--- src/hdl/osc_ctrl_pkg.sv ---
// Package: register map, field layout, reset values and types of the oscillator block
package osc_ctrl_pkg;
  // Register word indices (printed offsets are word indices, not all multiples of four)
  localparam logic [7:0] SWITCH_IDX = 8'h7C;
  localparam logic [7:0] READY_IDX = 8'h7D;
  localparam logic [7:0] ENABLE_IDX = 8'h7E;
  localparam logic [7:0] TRIM_IDX = 8'h7F;
  localparam logic [7:0] FREQ_IDX = 8'h80;
  localparam logic [7:0] TUNE_IDX = 8'h81;
  localparam logic [7:0] MONITOR_IDX = 8'h82;
  localparam logic [7:0] REQUEST_IDX = 8'h7A;
  localparam logic [7:0] CURRENT_IDX = 8'h7B;
  localparam int ADDR_W = 10;
  // Switch control fields
  localparam int HOLD_BIT = 7;
  localparam int PWR_BIT = 6;
  localparam int DONE_BIT = 4;
  localparam int NEW_RDY_BIT = 3;
  // Enable register fields
  localparam int PERIPH_MULT_BIT = 0;
  localparam logic [7:0] ENABLE_MASK = 8'hFD;
  // Tuning control fields
  localparam int TUNE_EN_BIT = 7;
  localparam int TUNE_HOLD_BIT = 6;
  // Monitor fields
  localparam logic [7:0] MONITOR_MASK = 8'h3F;
  localparam logic [7:0] INJECT_MASK = 8'h2A;
  // Reset values and frequency code limit
  localparam logic [7:0] SWITCH_RST = 8'h40;
  localparam logic [7:0] ENABLE_RST = 8'h00;
  localparam logic [5:0] TRIM_RST = 6'h00;
  localparam logic [3:0] FREQ_RST = 4'h0;
  localparam logic [3:0] FREQ_MAX = 4'h8;
  localparam logic [6:0] SOURCE_RST = 7'h00;
  localparam logic [7:0] MONITOR_RST = 8'h00;
  // Instruction cycle: four system clocks
  localparam int INSTR_NS = 32;
  localparam int CLK_NS = 8;
  localparam int INSTR_CYC = (INSTR_NS + CLK_NS - 1) / CLK_NS;

  typedef struct packed {
    logic [ADDR_W-1:0] address;
    logic read;
    logic write;
    logic [31:0] writedata;
  } avmm_req_t;

  typedef struct packed {
    logic [31:0] readdata;
    logic waitrequest;
  } avmm_rsp_t;

  // Oscillator per-source vector, bit 7 external down to bit 0 multiplier
  typedef struct packed {
    logic ext;
    logic hf;
    logic mid;
    logic low;
    logic sec;
    logic conv;
    logic slow;
    logic mult;
  } osc_vec_t;

  typedef enum logic [1:0] {
    SW_IDLE = 2'b00,
    SW_WAIT = 2'b01,
    SW_READY = 2'b10,
    SW_APPLY = 2'b11
  } switch_state_t;
endpackage

--- src/hdl/osc_ctrl.sv ---
// Oscillator control, clock switch tracking and status with Avalon-MM register access
// Behaviour
// - switch_complete high when current equals requested
// - new_source_ready only during switch with ready
// - without hold, switch one instruction after ready
// - six-bit signed trim, zero is centre
// - four-bit frequency code, 1 to 64 MHz
// - eight ready flags, running and ready
// - multiplier ready needs enable, input, lock
// - force-on bit or peripheral request runs source, bit 1 by peripheral request only; multiplier runs from its enable bit only
// - high-frequency oscillator runs at last selected non-reserved frequency
// - secondary oscillator power mode from select bit
// - external oscillator mode from configuration
// - peripherals get external times four when enabled
// - multiplier enable never touches system clock
// - monitor register bits 5..0 RW, 7..6 zero
// - fault inject blocks monitored clock input
// - failure flags stick until software clears
// - switch hold delays switch when source ready
// - auto tuning overwrites trim each tuning cycle
//
// Design decision made here: the Avalon-MM slave port.
`timescale 1ns/10ps
module osc_ctrl (
  // Clock and reset
  input wire logic clk_in,
  input wire logic rst_b_in,
  // Avalon-MM slave
  input wire osc_ctrl_pkg::avmm_req_t bus_in,
  output osc_ctrl_pkg::avmm_rsp_t bus_out,
  // Oscillator analog side
  input wire osc_ctrl_pkg::osc_vec_t osc_ready_in,
  input wire logic mult_lock_in,
  input wire logic [7:0] periph_req_in,
  input wire logic [1:0] ext_osc_config_in,
  output osc_ctrl_pkg::osc_vec_t osc_run_out,
  output logic [3:0] hf_freq_code_out,
  output logic [5:0] freq_trim_out,
  output logic secondary_power_select_out,
  output logic [1:0] ext_osc_mode_out,
  output logic periph_ext_x4_out,
  // System clock selection
  output logic [6:0] sys_source_out,
  // Automatic tuning
  input wire logic tune_tick_in,
  input wire logic [5:0] tune_value_in,
  // Fail-safe monitor
  input wire logic [2:0] mon_fail_in,
  output logic [2:0] mon_block_out
);
  logic [7:0] switch_reg;
  logic [7:0] enable_reg;
  logic [5:0] trim_reg;
  logic [3:0] freq_reg;
  logic [3:0] run_freq_reg;
  logic [1:0] tune_reg;
  logic [6:0] request_reg;
  logic [6:0] current_reg;
  logic [1:0] delay_reg;
  logic [31:0] rdata_reg;
  logic rvalid_reg;
  osc_ctrl_pkg::switch_state_t state_reg;
  logic [7:0] ready_sync;
  logic [7:0] ready_status;
  logic [7:0] running;
  logic [7:0] mon_value;
  logic [7:0] addr;
  logic wr;
  logic src_ready;
  logic in_switch;
  logic new_ready;
  logic [7:0] wd;

  //////////////////////////////////////////////////////////////////////////////
  // Bus decode: byte address is four times the register index
  assign addr = bus_in.address[9:2];
  assign wr = bus_in.write;
  assign wd = bus_in.writedata[7:0];
  // Writes take effect at once; reads wait one cycle for registered data
  assign bus_out.waitrequest = bus_in.read && !rvalid_reg;
  assign bus_out.readdata = rdata_reg;

  always_ff @(posedge clk_in) begin
    if (!rst_b_in) begin
      rvalid_reg <= 1'b0;
    end else begin
      rvalid_reg <= bus_in.read && !rvalid_reg;
    end
  end

  always_ff @(posedge clk_in) begin
    if (!rst_b_in) begin
      rdata_reg <= 32'h0000_0000;
    end else if (bus_in.read) begin
      case (addr)
        osc_ctrl_pkg::REQUEST_IDX: rdata_reg <= {25'h0, request_reg};
        osc_ctrl_pkg::CURRENT_IDX: rdata_reg <= {25'h0, current_reg};
        osc_ctrl_pkg::SWITCH_IDX: rdata_reg <= {24'h0, switch_reg[7:6], 1'b0,
          (current_reg == request_reg), new_ready, 3'h0};
        osc_ctrl_pkg::READY_IDX: rdata_reg <= {24'h0, ready_status};
        osc_ctrl_pkg::ENABLE_IDX: rdata_reg <= {24'h0, enable_reg};
        osc_ctrl_pkg::TRIM_IDX: rdata_reg <= {26'h0, trim_reg};
        osc_ctrl_pkg::FREQ_IDX: rdata_reg <= {28'h0, freq_reg};
        osc_ctrl_pkg::TUNE_IDX: rdata_reg <= {24'h0, tune_reg, 6'h0};
        osc_ctrl_pkg::MONITOR_IDX: rdata_reg <= {24'h0, mon_value};
        default: rdata_reg <= 32'h0000_0000;
      endcase
    end
  end

  //////////////////////////////////////////////////////////////////////////////
  // Control registers
  always_ff @(posedge clk_in) begin
    if (!rst_b_in) begin
      enable_reg <= osc_ctrl_pkg::ENABLE_RST;
    end else if (wr && addr == osc_ctrl_pkg::ENABLE_IDX) begin
      enable_reg <= wd & osc_ctrl_pkg::ENABLE_MASK;
    end
  end

  always_ff @(posedge clk_in) begin
    if (!rst_b_in) begin
      freq_reg <= osc_ctrl_pkg::FREQ_RST;
      run_freq_reg <= osc_ctrl_pkg::FREQ_RST;
    end else begin
      if (wr && addr == osc_ctrl_pkg::FREQ_IDX) begin
        freq_reg <= wd[3:0];
      end
      if (freq_reg <= osc_ctrl_pkg::FREQ_MAX) begin
        run_freq_reg <= freq_reg;
      end
    end
  end

  always_ff @(posedge clk_in) begin
    if (!rst_b_in) begin
      tune_reg <= 2'b00;
    end else if (wr && addr == osc_ctrl_pkg::TUNE_IDX) begin
      tune_reg <= wd[7:6];
    end
  end

  always_ff @(posedge clk_in) begin
    if (!rst_b_in) begin
      trim_reg <= osc_ctrl_pkg::TRIM_RST;
    end else if (tune_reg[1] && !tune_reg[0] && tune_tick_in) begin
      trim_reg <= tune_value_in;
    end else if (wr && addr == osc_ctrl_pkg::TRIM_IDX) begin
      trim_reg <= wd[5:0];
    end
  end

  //////////////////////////////////////////////////////////////////////////////
  // Clock switch: request, hold and completion
  assign src_ready = ready_sync[7 - request_reg[6:4]];
  assign in_switch = current_reg != request_reg;
  assign new_ready = (state_reg == osc_ctrl_pkg::SW_READY) && in_switch;

  always_ff @(posedge clk_in) begin
    if (!rst_b_in) begin
      request_reg <= osc_ctrl_pkg::SOURCE_RST;
    end else if (wr && addr == osc_ctrl_pkg::REQUEST_IDX) begin
      request_reg <= wd[6:0];
    end
  end

  always_ff @(posedge clk_in) begin
    if (!rst_b_in) begin
      switch_reg <= osc_ctrl_pkg::SWITCH_RST;
    end else if (wr && addr == osc_ctrl_pkg::SWITCH_IDX) begin
      switch_reg <= {wd[7:6], 6'h00};
    end else if (state_reg == osc_ctrl_pkg::SW_APPLY) begin
      switch_reg[osc_ctrl_pkg::HOLD_BIT] <= 1'b0;
    end
  end

  always_ff @(posedge clk_in) begin
    if (!rst_b_in) begin
      state_reg <= osc_ctrl_pkg::SW_IDLE;
      delay_reg <= 2'b00;
      current_reg <= osc_ctrl_pkg::SOURCE_RST;
    end else begin
      case (state_reg)
        osc_ctrl_pkg::SW_IDLE: begin
          if (in_switch) begin
            state_reg <= osc_ctrl_pkg::SW_WAIT;
          end
        end
        osc_ctrl_pkg::SW_WAIT: begin
          if (!in_switch) begin
            state_reg <= osc_ctrl_pkg::SW_IDLE;
          end else if (src_ready) begin
            state_reg <= osc_ctrl_pkg::SW_READY;
            delay_reg <= 2'(osc_ctrl_pkg::INSTR_CYC - 1);
          end
        end
        osc_ctrl_pkg::SW_READY: begin
          if (!in_switch) begin
            state_reg <= osc_ctrl_pkg::SW_IDLE;
          end else if (!src_ready) begin
            state_reg <= osc_ctrl_pkg::SW_WAIT;
          end else if (switch_reg[osc_ctrl_pkg::HOLD_BIT]) begin
            state_reg <= osc_ctrl_pkg::SW_READY;
          end else if (delay_reg != 2'b00) begin
            delay_reg <= delay_reg - 2'b01;
          end else begin
            state_reg <= osc_ctrl_pkg::SW_APPLY;
          end
        end
        osc_ctrl_pkg::SW_APPLY: begin
          current_reg <= request_reg;
          state_reg <= osc_ctrl_pkg::SW_IDLE;
        end
        default: state_reg <= osc_ctrl_pkg::SW_IDLE;
      endcase
    end
  end

  //////////////////////////////////////////////////////////////////////////////
  // Oscillator enables and status
  ready_sync u_sync (
    .clk_in(clk_in),
    .rst_b_in(rst_b_in),
    .raw_in(osc_ready_in),
    .sync_out(ready_sync)
  );

  always_comb begin
    running = enable_reg | periph_req_in;
    running[0] = enable_reg[osc_ctrl_pkg::PERIPH_MULT_BIT];
  end

  assign ready_status[7:1] = ready_sync[7:1] & running[7:1];
  assign ready_status[0] = ready_sync[0] && running[0] && ready_sync[7]
    && running[7] && mult_lock_in;

  assign osc_run_out = running;
  assign hf_freq_code_out = run_freq_reg;
  assign freq_trim_out = trim_reg;
  assign secondary_power_select_out = switch_reg[osc_ctrl_pkg::PWR_BIT];
  assign ext_osc_mode_out = ext_osc_config_in;
  assign periph_ext_x4_out = enable_reg[osc_ctrl_pkg::PERIPH_MULT_BIT];
  assign sys_source_out = current_reg;

  //////////////////////////////////////////////////////////////////////////////
  // Fail-safe monitor
  fail_monitor u_mon (
    .clk_in(clk_in),
    .rst_b_in(rst_b_in),
    .wr_in(wr && addr == osc_ctrl_pkg::MONITOR_IDX),
    .wdata_in(wd & osc_ctrl_pkg::MONITOR_MASK),
    .fail_in(mon_fail_in),
    .value_out(mon_value),
    .block_out(mon_block_out)
  );

  //////////////////////////////////////////////////////////////////////////////
  // Checks
  a_switch_done: assert property (@(posedge clk_in) disable iff (!rst_b_in)
    state_reg == osc_ctrl_pkg::SW_APPLY |=> current_reg == $past(request_reg))
    else $error("switch did not complete");
  a_newrdy_valid: assert property (@(posedge clk_in) disable iff (!rst_b_in)
    state_reg == osc_ctrl_pkg::SW_READY |-> in_switch)
    else $error("new source ready outside switch");
  a_nohold_fast: assert property (@(posedge clk_in) disable iff (!rst_b_in)
    state_reg == osc_ctrl_pkg::SW_READY && !switch_reg[7] && src_ready && !wr
    |-> ##[1:5] state_reg != osc_ctrl_pkg::SW_READY)
    else $error("switch not applied after ready");
  a_hold_stays: assert property (@(posedge clk_in) disable iff (!rst_b_in)
    state_reg == osc_ctrl_pkg::SW_READY && switch_reg[7] && src_ready && !wr
    |=> state_reg == osc_ctrl_pkg::SW_READY)
    else $error("switch proceeded under hold");
  a_pll_ready: assert property (@(posedge clk_in) disable iff (!rst_b_in)
    !mult_lock_in || !enable_reg[0] |-> !ready_status[0])
    else $error("multiplier ready without lock or enable");
  a_ready_gated: assert property (@(posedge clk_in) disable iff (!rst_b_in)
    (ready_status[7:1] & ~running[7:1]) == 7'h00)
    else $error("ready flag set for stopped source");
  a_reserved_freq: assert property (@(posedge clk_in) disable iff (!rst_b_in)
    freq_reg > osc_ctrl_pkg::FREQ_MAX |=> hf_freq_code_out == $past(hf_freq_code_out))
    else $error("reserved code changed frequency");
  a_tune_write: assert property (@(posedge clk_in) disable iff (!rst_b_in)
    tune_reg == 2'b10 && tune_tick_in |=> trim_reg == $past(tune_value_in))
    else $error("tuning did not overwrite trim");
  a_force_on: assert property (@(posedge clk_in) disable iff (!rst_b_in)
    (enable_reg[7:1] & ~osc_run_out[7:1]) == 7'h00)
    else $error("forced source not running");
  a_sys_stable: assert property (@(posedge clk_in) disable iff (!rst_b_in)
    state_reg != osc_ctrl_pkg::SW_APPLY |=> $stable(sys_source_out))
    else $error("system source changed outside switch");
  a_sync_delay: assert property (@(posedge clk_in) disable iff (!rst_b_in)
    (ready_status[7:1] & ~$past(osc_ready_in[7:1], 2)) == 7'h00)
    else $error("ready shown before synchronisation");
  a_trim_kept: assert property (@(posedge clk_in) disable iff (!rst_b_in)
    tune_reg != 2'b10 && !wr |=> trim_reg == $past(trim_reg))
    else $error("trim changed without tuning or write");
  a_hold_cleared: assert property (@(posedge clk_in) disable iff (!rst_b_in)
    state_reg == osc_ctrl_pkg::SW_APPLY && !wr |=> !switch_reg[osc_ctrl_pkg::HOLD_BIT])
    else $error("hold not released after switch");
endmodule

--- src/hdl/ready_sync.sv ---
// Two-flop synchroniser for the eight oscillator ready indications
`timescale 1ns/10ps
module ready_sync (
  // Clock and reset
  input wire logic clk_in,
  input wire logic rst_b_in,
  // Raw and synchronised ready levels
  input wire logic [7:0] raw_in,
  output logic [7:0] sync_out
);
  logic [7:0] meta_reg;

  genvar i;
  generate
    for (i = 0; i < 8; i++) begin : g_bit
      always_ff @(posedge clk_in) begin
        if (!rst_b_in) begin
          meta_reg[i] <= 1'b0;
          sync_out[i] <= 1'b0;
        end else begin
          meta_reg[i] <= raw_in[i];
          sync_out[i] <= meta_reg[i];
        end
      end
    end
  endgenerate
endmodule

--- src/hdl/fail_monitor.sv ---
// Fail-safe monitor control and status: fault injection and sticky failure flags
`timescale 1ns/10ps
module fail_monitor (
  // Clock and reset
  input wire logic clk_in,
  input wire logic rst_b_in,
  // Software access
  input wire logic wr_in,
  input wire logic [7:0] wdata_in,
  // Failure detections: bit 2 secondary, bit 1 primary, bit 0 system clock
  input wire logic [2:0] fail_in,
  output logic [7:0] value_out,
  output logic [2:0] block_out
);
  logic [7:0] mon_reg;

  // Fault inject bits 5,3,1; flags 4,2,0
  assign block_out = {mon_reg[5], mon_reg[3], mon_reg[1]};
  assign value_out = mon_reg;

  always_ff @(posedge clk_in) begin
    if (!rst_b_in) begin
      mon_reg <= osc_ctrl_pkg::MONITOR_RST;
    end else begin
      for (int k = 0; k < 3; k++) begin
        // Inject bit written plainly; flag set wins over a clearing write
        if (wr_in) begin
          mon_reg[2*k+1] <= wdata_in[2*k+1];
        end
        if (fail_in[k] || mon_reg[2*k+1]) begin
          mon_reg[2*k] <= 1'b1;
        end else if (wr_in) begin
          mon_reg[2*k] <= wdata_in[2*k];
        end
      end
      mon_reg[7:6] <= 2'b00;
    end
  end

  a_flag_sticky: assert property (@(posedge clk_in) disable iff (!rst_b_in)
    $rose(mon_reg[0]) && !wr_in |=> mon_reg[0])
    else $error("fail flag dropped without write");
  a_inject_sets: assert property (@(posedge clk_in) disable iff (!rst_b_in)
    mon_reg[1] |=> mon_reg[0])
    else $error("fault injection did not raise flag");
  a_top_zero: assert property (@(posedge clk_in) disable iff (!rst_b_in)
    ##1 value_out[7:6] == 2'b00)
    else $error("unimplemented monitor bits nonzero");
endmodule

--- config.mk ---
export PLATFORM = sky130hd
export DESIGN_NAME = osc_ctrl
export DESIGN_NICKNAME = d
export VERILOG_FILES = /design/src/hdl/osc_ctrl_pkg.sv /design/src/hdl/osc_ctrl.sv /design/src/hdl/ready_sync.sv /design/src/hdl/fail_monitor.sv
export SDC_FILE = /design/constraint.sdc
export NUM_CORES = 1
export LEC_CHECK = 0
export ABC_AREA = 1
export BUFFER_PORTS_ARGS = -buffer_cell sky130_fd_sc_hd__buf_2
export CORE_MARGIN = 3
export CORE_UTILIZATION = 50
export DETAILED_ROUTE_END_ITERATION = 8
export PLACE_DENSITY = 0.79
export SYNTH_ARGS = -nofsm -noshare
export SYNTH_HDL_FRONTEND = slang
export SYNTH_HIERARCHICAL = 1
export SYNTH_SLANG_ARGS = --single-unit
--- constraint.sdc ---
create_clock -name clk_in -period 1.6 [get_ports clk_in]
set_input_delay 0.24 -clock clk_in [delete_from_list [all_inputs] [get_ports clk_in]]
set_output_delay 0.24 -clock clk_in [all_outputs]
set_load 0.01 [all_outputs]
==> run summary <==
diode insertion count for antenna repair - 0
most frequent cells after synthesis - 140 x sky130_fd_sc_hd__nand2_1, 84 x sky130_fd_sc_hd__inv_1, 74 x sky130_fd_sc_hd__dfxtp_1
Vias/cell - 5.07
first-pass GRT wire length - 16600 um
leakage power total - 0.00225 uW
Clock transition at path regs - 0.07 ns
number of placed cells counting well taps - 761
Max Slew Vio Count - 0
placeable core region - 7410 sq um
kind of launch point of the worst setup path - flop
peak supply drop - 0.000680 V
utilization after layout - 61.2%
most common cell in the netlist - sky130_fd_sc_hd__nand2_1
hpwl dp - 8190 um
proportion of synthesized chip area in sequential cells - 38.1%
worst flop-to-flop path endpoint - rdata_reg[4]
Worst-Skew Late Latency - 0.36 ns
gp weighted congestion - 0.967
synthesized area divided by synthesized cell count - 6.66 sq um
maximum operating frequency - 0.677 GHz
Layout area overhead - 16.7%
post-synthesis cell area - 3890 sq um
reg-to-reg startpoint - sys_source_out[1]
via count of the first global-routing pass - 3470
final-report setup violation count - 0
# DRC - 0
synth unique cells - 30
number of vias after detailed routing - 3943
Layout Skew - 0.00708 ns
Area contributors post-synth - sky130_fd_sc_hd__dfxtp_1 38%, sky130_fd_sc_hd__nand2_1 14%, sky130_fd_sc_hd__inv_1 8.1%
CTS tree - built
worst hold-check path type - in -> reg
first-pass detailed-route iteration total - 5
minimum setup slack after placement - -0.00756 ns
root buffer cell - sky130_fd_sc_hd__clkbuf_8
clock buffer count from CTS - 9
number of antenna violations at the first check in global routing - 0
number of cells in the finished layout apart from fillers - 777
WP data required - 1.88 ns
clock period minus worst slack - 1.48 ns
setup repair after global routing missed its margin - false
Period Utilization, post-route - 92.3%
number of clock sinks seen by CTS - 74
number of post-CTS setup repair buffers - 0
row cnt - 31
initial core utilization - 52.5%
flops & latches, synth - 74
maximum number of buffers from clock root to sink - 2
Horiz. Die Dim - 94.2 um
share of flip-flops with an asynchronous set or reset after synthesis - 0%
total number of nets in the final design - 749
number of flops mapped to enable cells by yosys - 0
Final Hold Fails - 0
status - finished, final reports clean
overall die height - 94.2 um
share of the synthesized area in the top cell type - 38.1%
number of cells on the worst reg-to-reg path - 11
Routed Wire Length - 10700 um
H-tree level count - 3
dominant cell type by area after synthesis - sky130_fd_sc_hd__dfxtp_1
Port-buffer cells - 84
reg2reg setup slack - 0.12 ns
num ports - 140
sum of overflow across all layers after global routing - 0
overall die area - 8870 sq um
prevailing post-synth register cell - sky130_fd_sc_hd__dfxtp_1
Hold Path Cell Cnt - 3
Critical Path AT - 1.76 ns
post-synthesis cell count - 584
Syn. warnings - 6
1st-iter DRT viols - 248
Antenna Nets Post-Route - 0
crit-path max FO - 3
CTS Hold Buffers Added - 0
maximum number of pins on one net before global-route repair - 35
capture endpoint of the worst hold path - u_sync/meta_reg[2]
type of the worst setup path - reg -> reg
share of layout cells above drive strength 1 - 22.4%
critical path capture point type - flop
max capacitance violation total - 0
all-layer global routing usage - 24.4%
average wire per cell in the routed design - 13.8 um
PnR worst setup slack - 0.124 ns
min-delay src - osc_ready_in[2]
cell area power density - 791 nW/um^2
## per-stage QoR
stage / TNS, ns / hold WS [ns] / cell area (sq um) / power, uW
2_1_floorplan: 0 / 0.332 / 3980 / 2140
5_1_grt: 0 / 0.0603 / 4540 / 3710
6_report: 0 / 0.0638 / 4540 / 3590
4_1_cts: 0 / 0.0518 / 4490 / 3590
3_3_place_gp: 0 / 0.391 / 4310 / 2220
3_5_place_dp: -0.00756 / 0.391 / 4310 / 2220
## cells by family (layout without fill, tap and decap cells)
logic type / count (synthesis) / count (layout) / synth area share [%]
AND/OR/NAND/NOR: 267 / 267 / 29.8
flip-flops: 74 / 74 / 38.1
adder cells (fa/ha/maj): 1 / 1 / 0.322
AO/OA/AOI/OAI: 102 / 102 / 13.7
XOR/XNOR: 2 / 2 / 0.451
other: 2 / 26 / 0.193
buffers and inverters: 136 / 206 / 17.4
## critical path, stage by stage (launching register included)
cell and delay [ns]:
sky130_fd_sc_hd__dfxtp_2 0.35, sky130_fd_sc_hd__inv_1 0.07, sky130_fd_sc_hd__nand2_1 0.09, sky130_fd_sc_hd__nand2_2 0.08
sky130_fd_sc_hd__nor2_2 0.11, sky130_fd_sc_hd__nand2_1 0.09, sky130_fd_sc_hd__nor2_4 0.12, sky130_fd_sc_hd__buf_4 0.13
sky130_fd_sc_hd__nand2_1 0.06, sky130_fd_sc_hd__nand3_1 0.12, sky130_fd_sc_hd__nand2_1 0.06, sky130_fd_sc_hd__a21oi_1 0.13
## report_power, final
group / leakage [uW] / internal (uW) / switching, uW / total, uW
clock network: 0.0000893 / 715 / 687 / 1400
logic: 0.00155 / 103 / 200 / 302
registers: 0.000605 / 1870 / 15.2 / 1880
## timing repair
| action | in CTS | in global routing |
|---|---|---|
| setup endpoints to repair | 0 | 6 |
| endpoints found under the hold margin | 0 | 0 |
| resized for setup | 0 | 20 |
## worst max-delay path by stage
| stage | from | to | slack (ns) |
|---|---|---|---|
| 2_1_floorplan | bus_in[38] | u_mon/value_out[4] | 0.11 |
| 3_3_place_gp | bus_in[42] | freq_trim_out[3] | 0.02 |
| 3_5_place_dp | bus_in[42] | rdata_reg[5] | -0.008 |
| 4_1_cts | request_reg[4] | delay_reg[1] | 0.002 |
| 5_1_grt | request_reg[0] | state_reg[1] | 0.01 |
| 6_report | sys_source_out[1] | rdata_reg[4] | 0.12 |
## placed cells by master (no fill, tap or decap)
cell / instances
sky130_fd_sc_hd__nand2_1: 139
sky130_fd_sc_hd__a31oi_1: 8
sky130_fd_sc_hd__dfxtp_4: 1
sky130_fd_sc_hd__ha_1: 1
sky130_fd_sc_hd__o22ai_1: 6
sky130_fd_sc_hd__conb_1: 26
sky130_fd_sc_hd__inv_1: 82
sky130_fd_sc_hd__clkbuf_1: 2
sky130_fd_sc_hd__nor2_1: 47
sky130_fd_sc_hd__nand3_1: 42
sky130_fd_sc_hd__bufinv_16: 1
sky130_fd_sc_hd__clkinv_1: 2
sky130_fd_sc_hd__a21oi_2: 1
sky130_fd_sc_hd__inv_2: 5
sky130_fd_sc_hd__clkinv_2: 2
sky130_fd_sc_hd__a21oi_1: 41
sky130_fd_sc_hd__clkbuf_8: 9
sky130_fd_sc_hd__or2_2: 6
sky130_fd_sc_hd__buf_4: 17
sky130_fd_sc_hd__nor2_2: 3
sky130_fd_sc_hd__dfxtp_1: 66
sky130_fd_sc_hd__nand4_1: 13
sky130_fd_sc_hd__o21ai_0: 44
sky130_fd_sc_hd__dfxtp_2: 7
sky130_fd_sc_hd__clkinvlp_4: 2
sky130_fd_sc_hd__nor2_4: 4
sky130_fd_sc_hd__a21boi_2: 1
sky130_fd_sc_hd__buf_2: 84
sky130_fd_sc_hd__xnor2_1: 2
sky130_fd_sc_hd__o211ai_1: 1
sky130_fd_sc_hd__nor3_1: 4
sky130_fd_sc_hd__nand2_2: 7
sky130_fd_sc_hd__nand2_4: 1
sky130_fd_sc_hd__nor3_4: 1
## per-layer routing
layer / track usage [%] / vias up / wire, um
met5: 0 / - / 0
met4: 9.51 / 0 / 225
met3: 5.85 / 23 / 904
met2: 37.8 / 174 / 4940
met1: 32.6 / 1770 / 4620
li1: - / 1976 / -
## final cells by class
class | count | area [sq um]
Clock buffer | 11 | 131
Clock inverter | 5 | 55.1
Tap cell | 99 | 124
Inverter | 89 | 334
Sequential cell | 74 | 1490
Multi-Input combinational cell | 398 | 1850
Fill cell | 724 | 2870
Timing Repair Buffer | 101 | 548
Power figures use the tool's default switching activity.
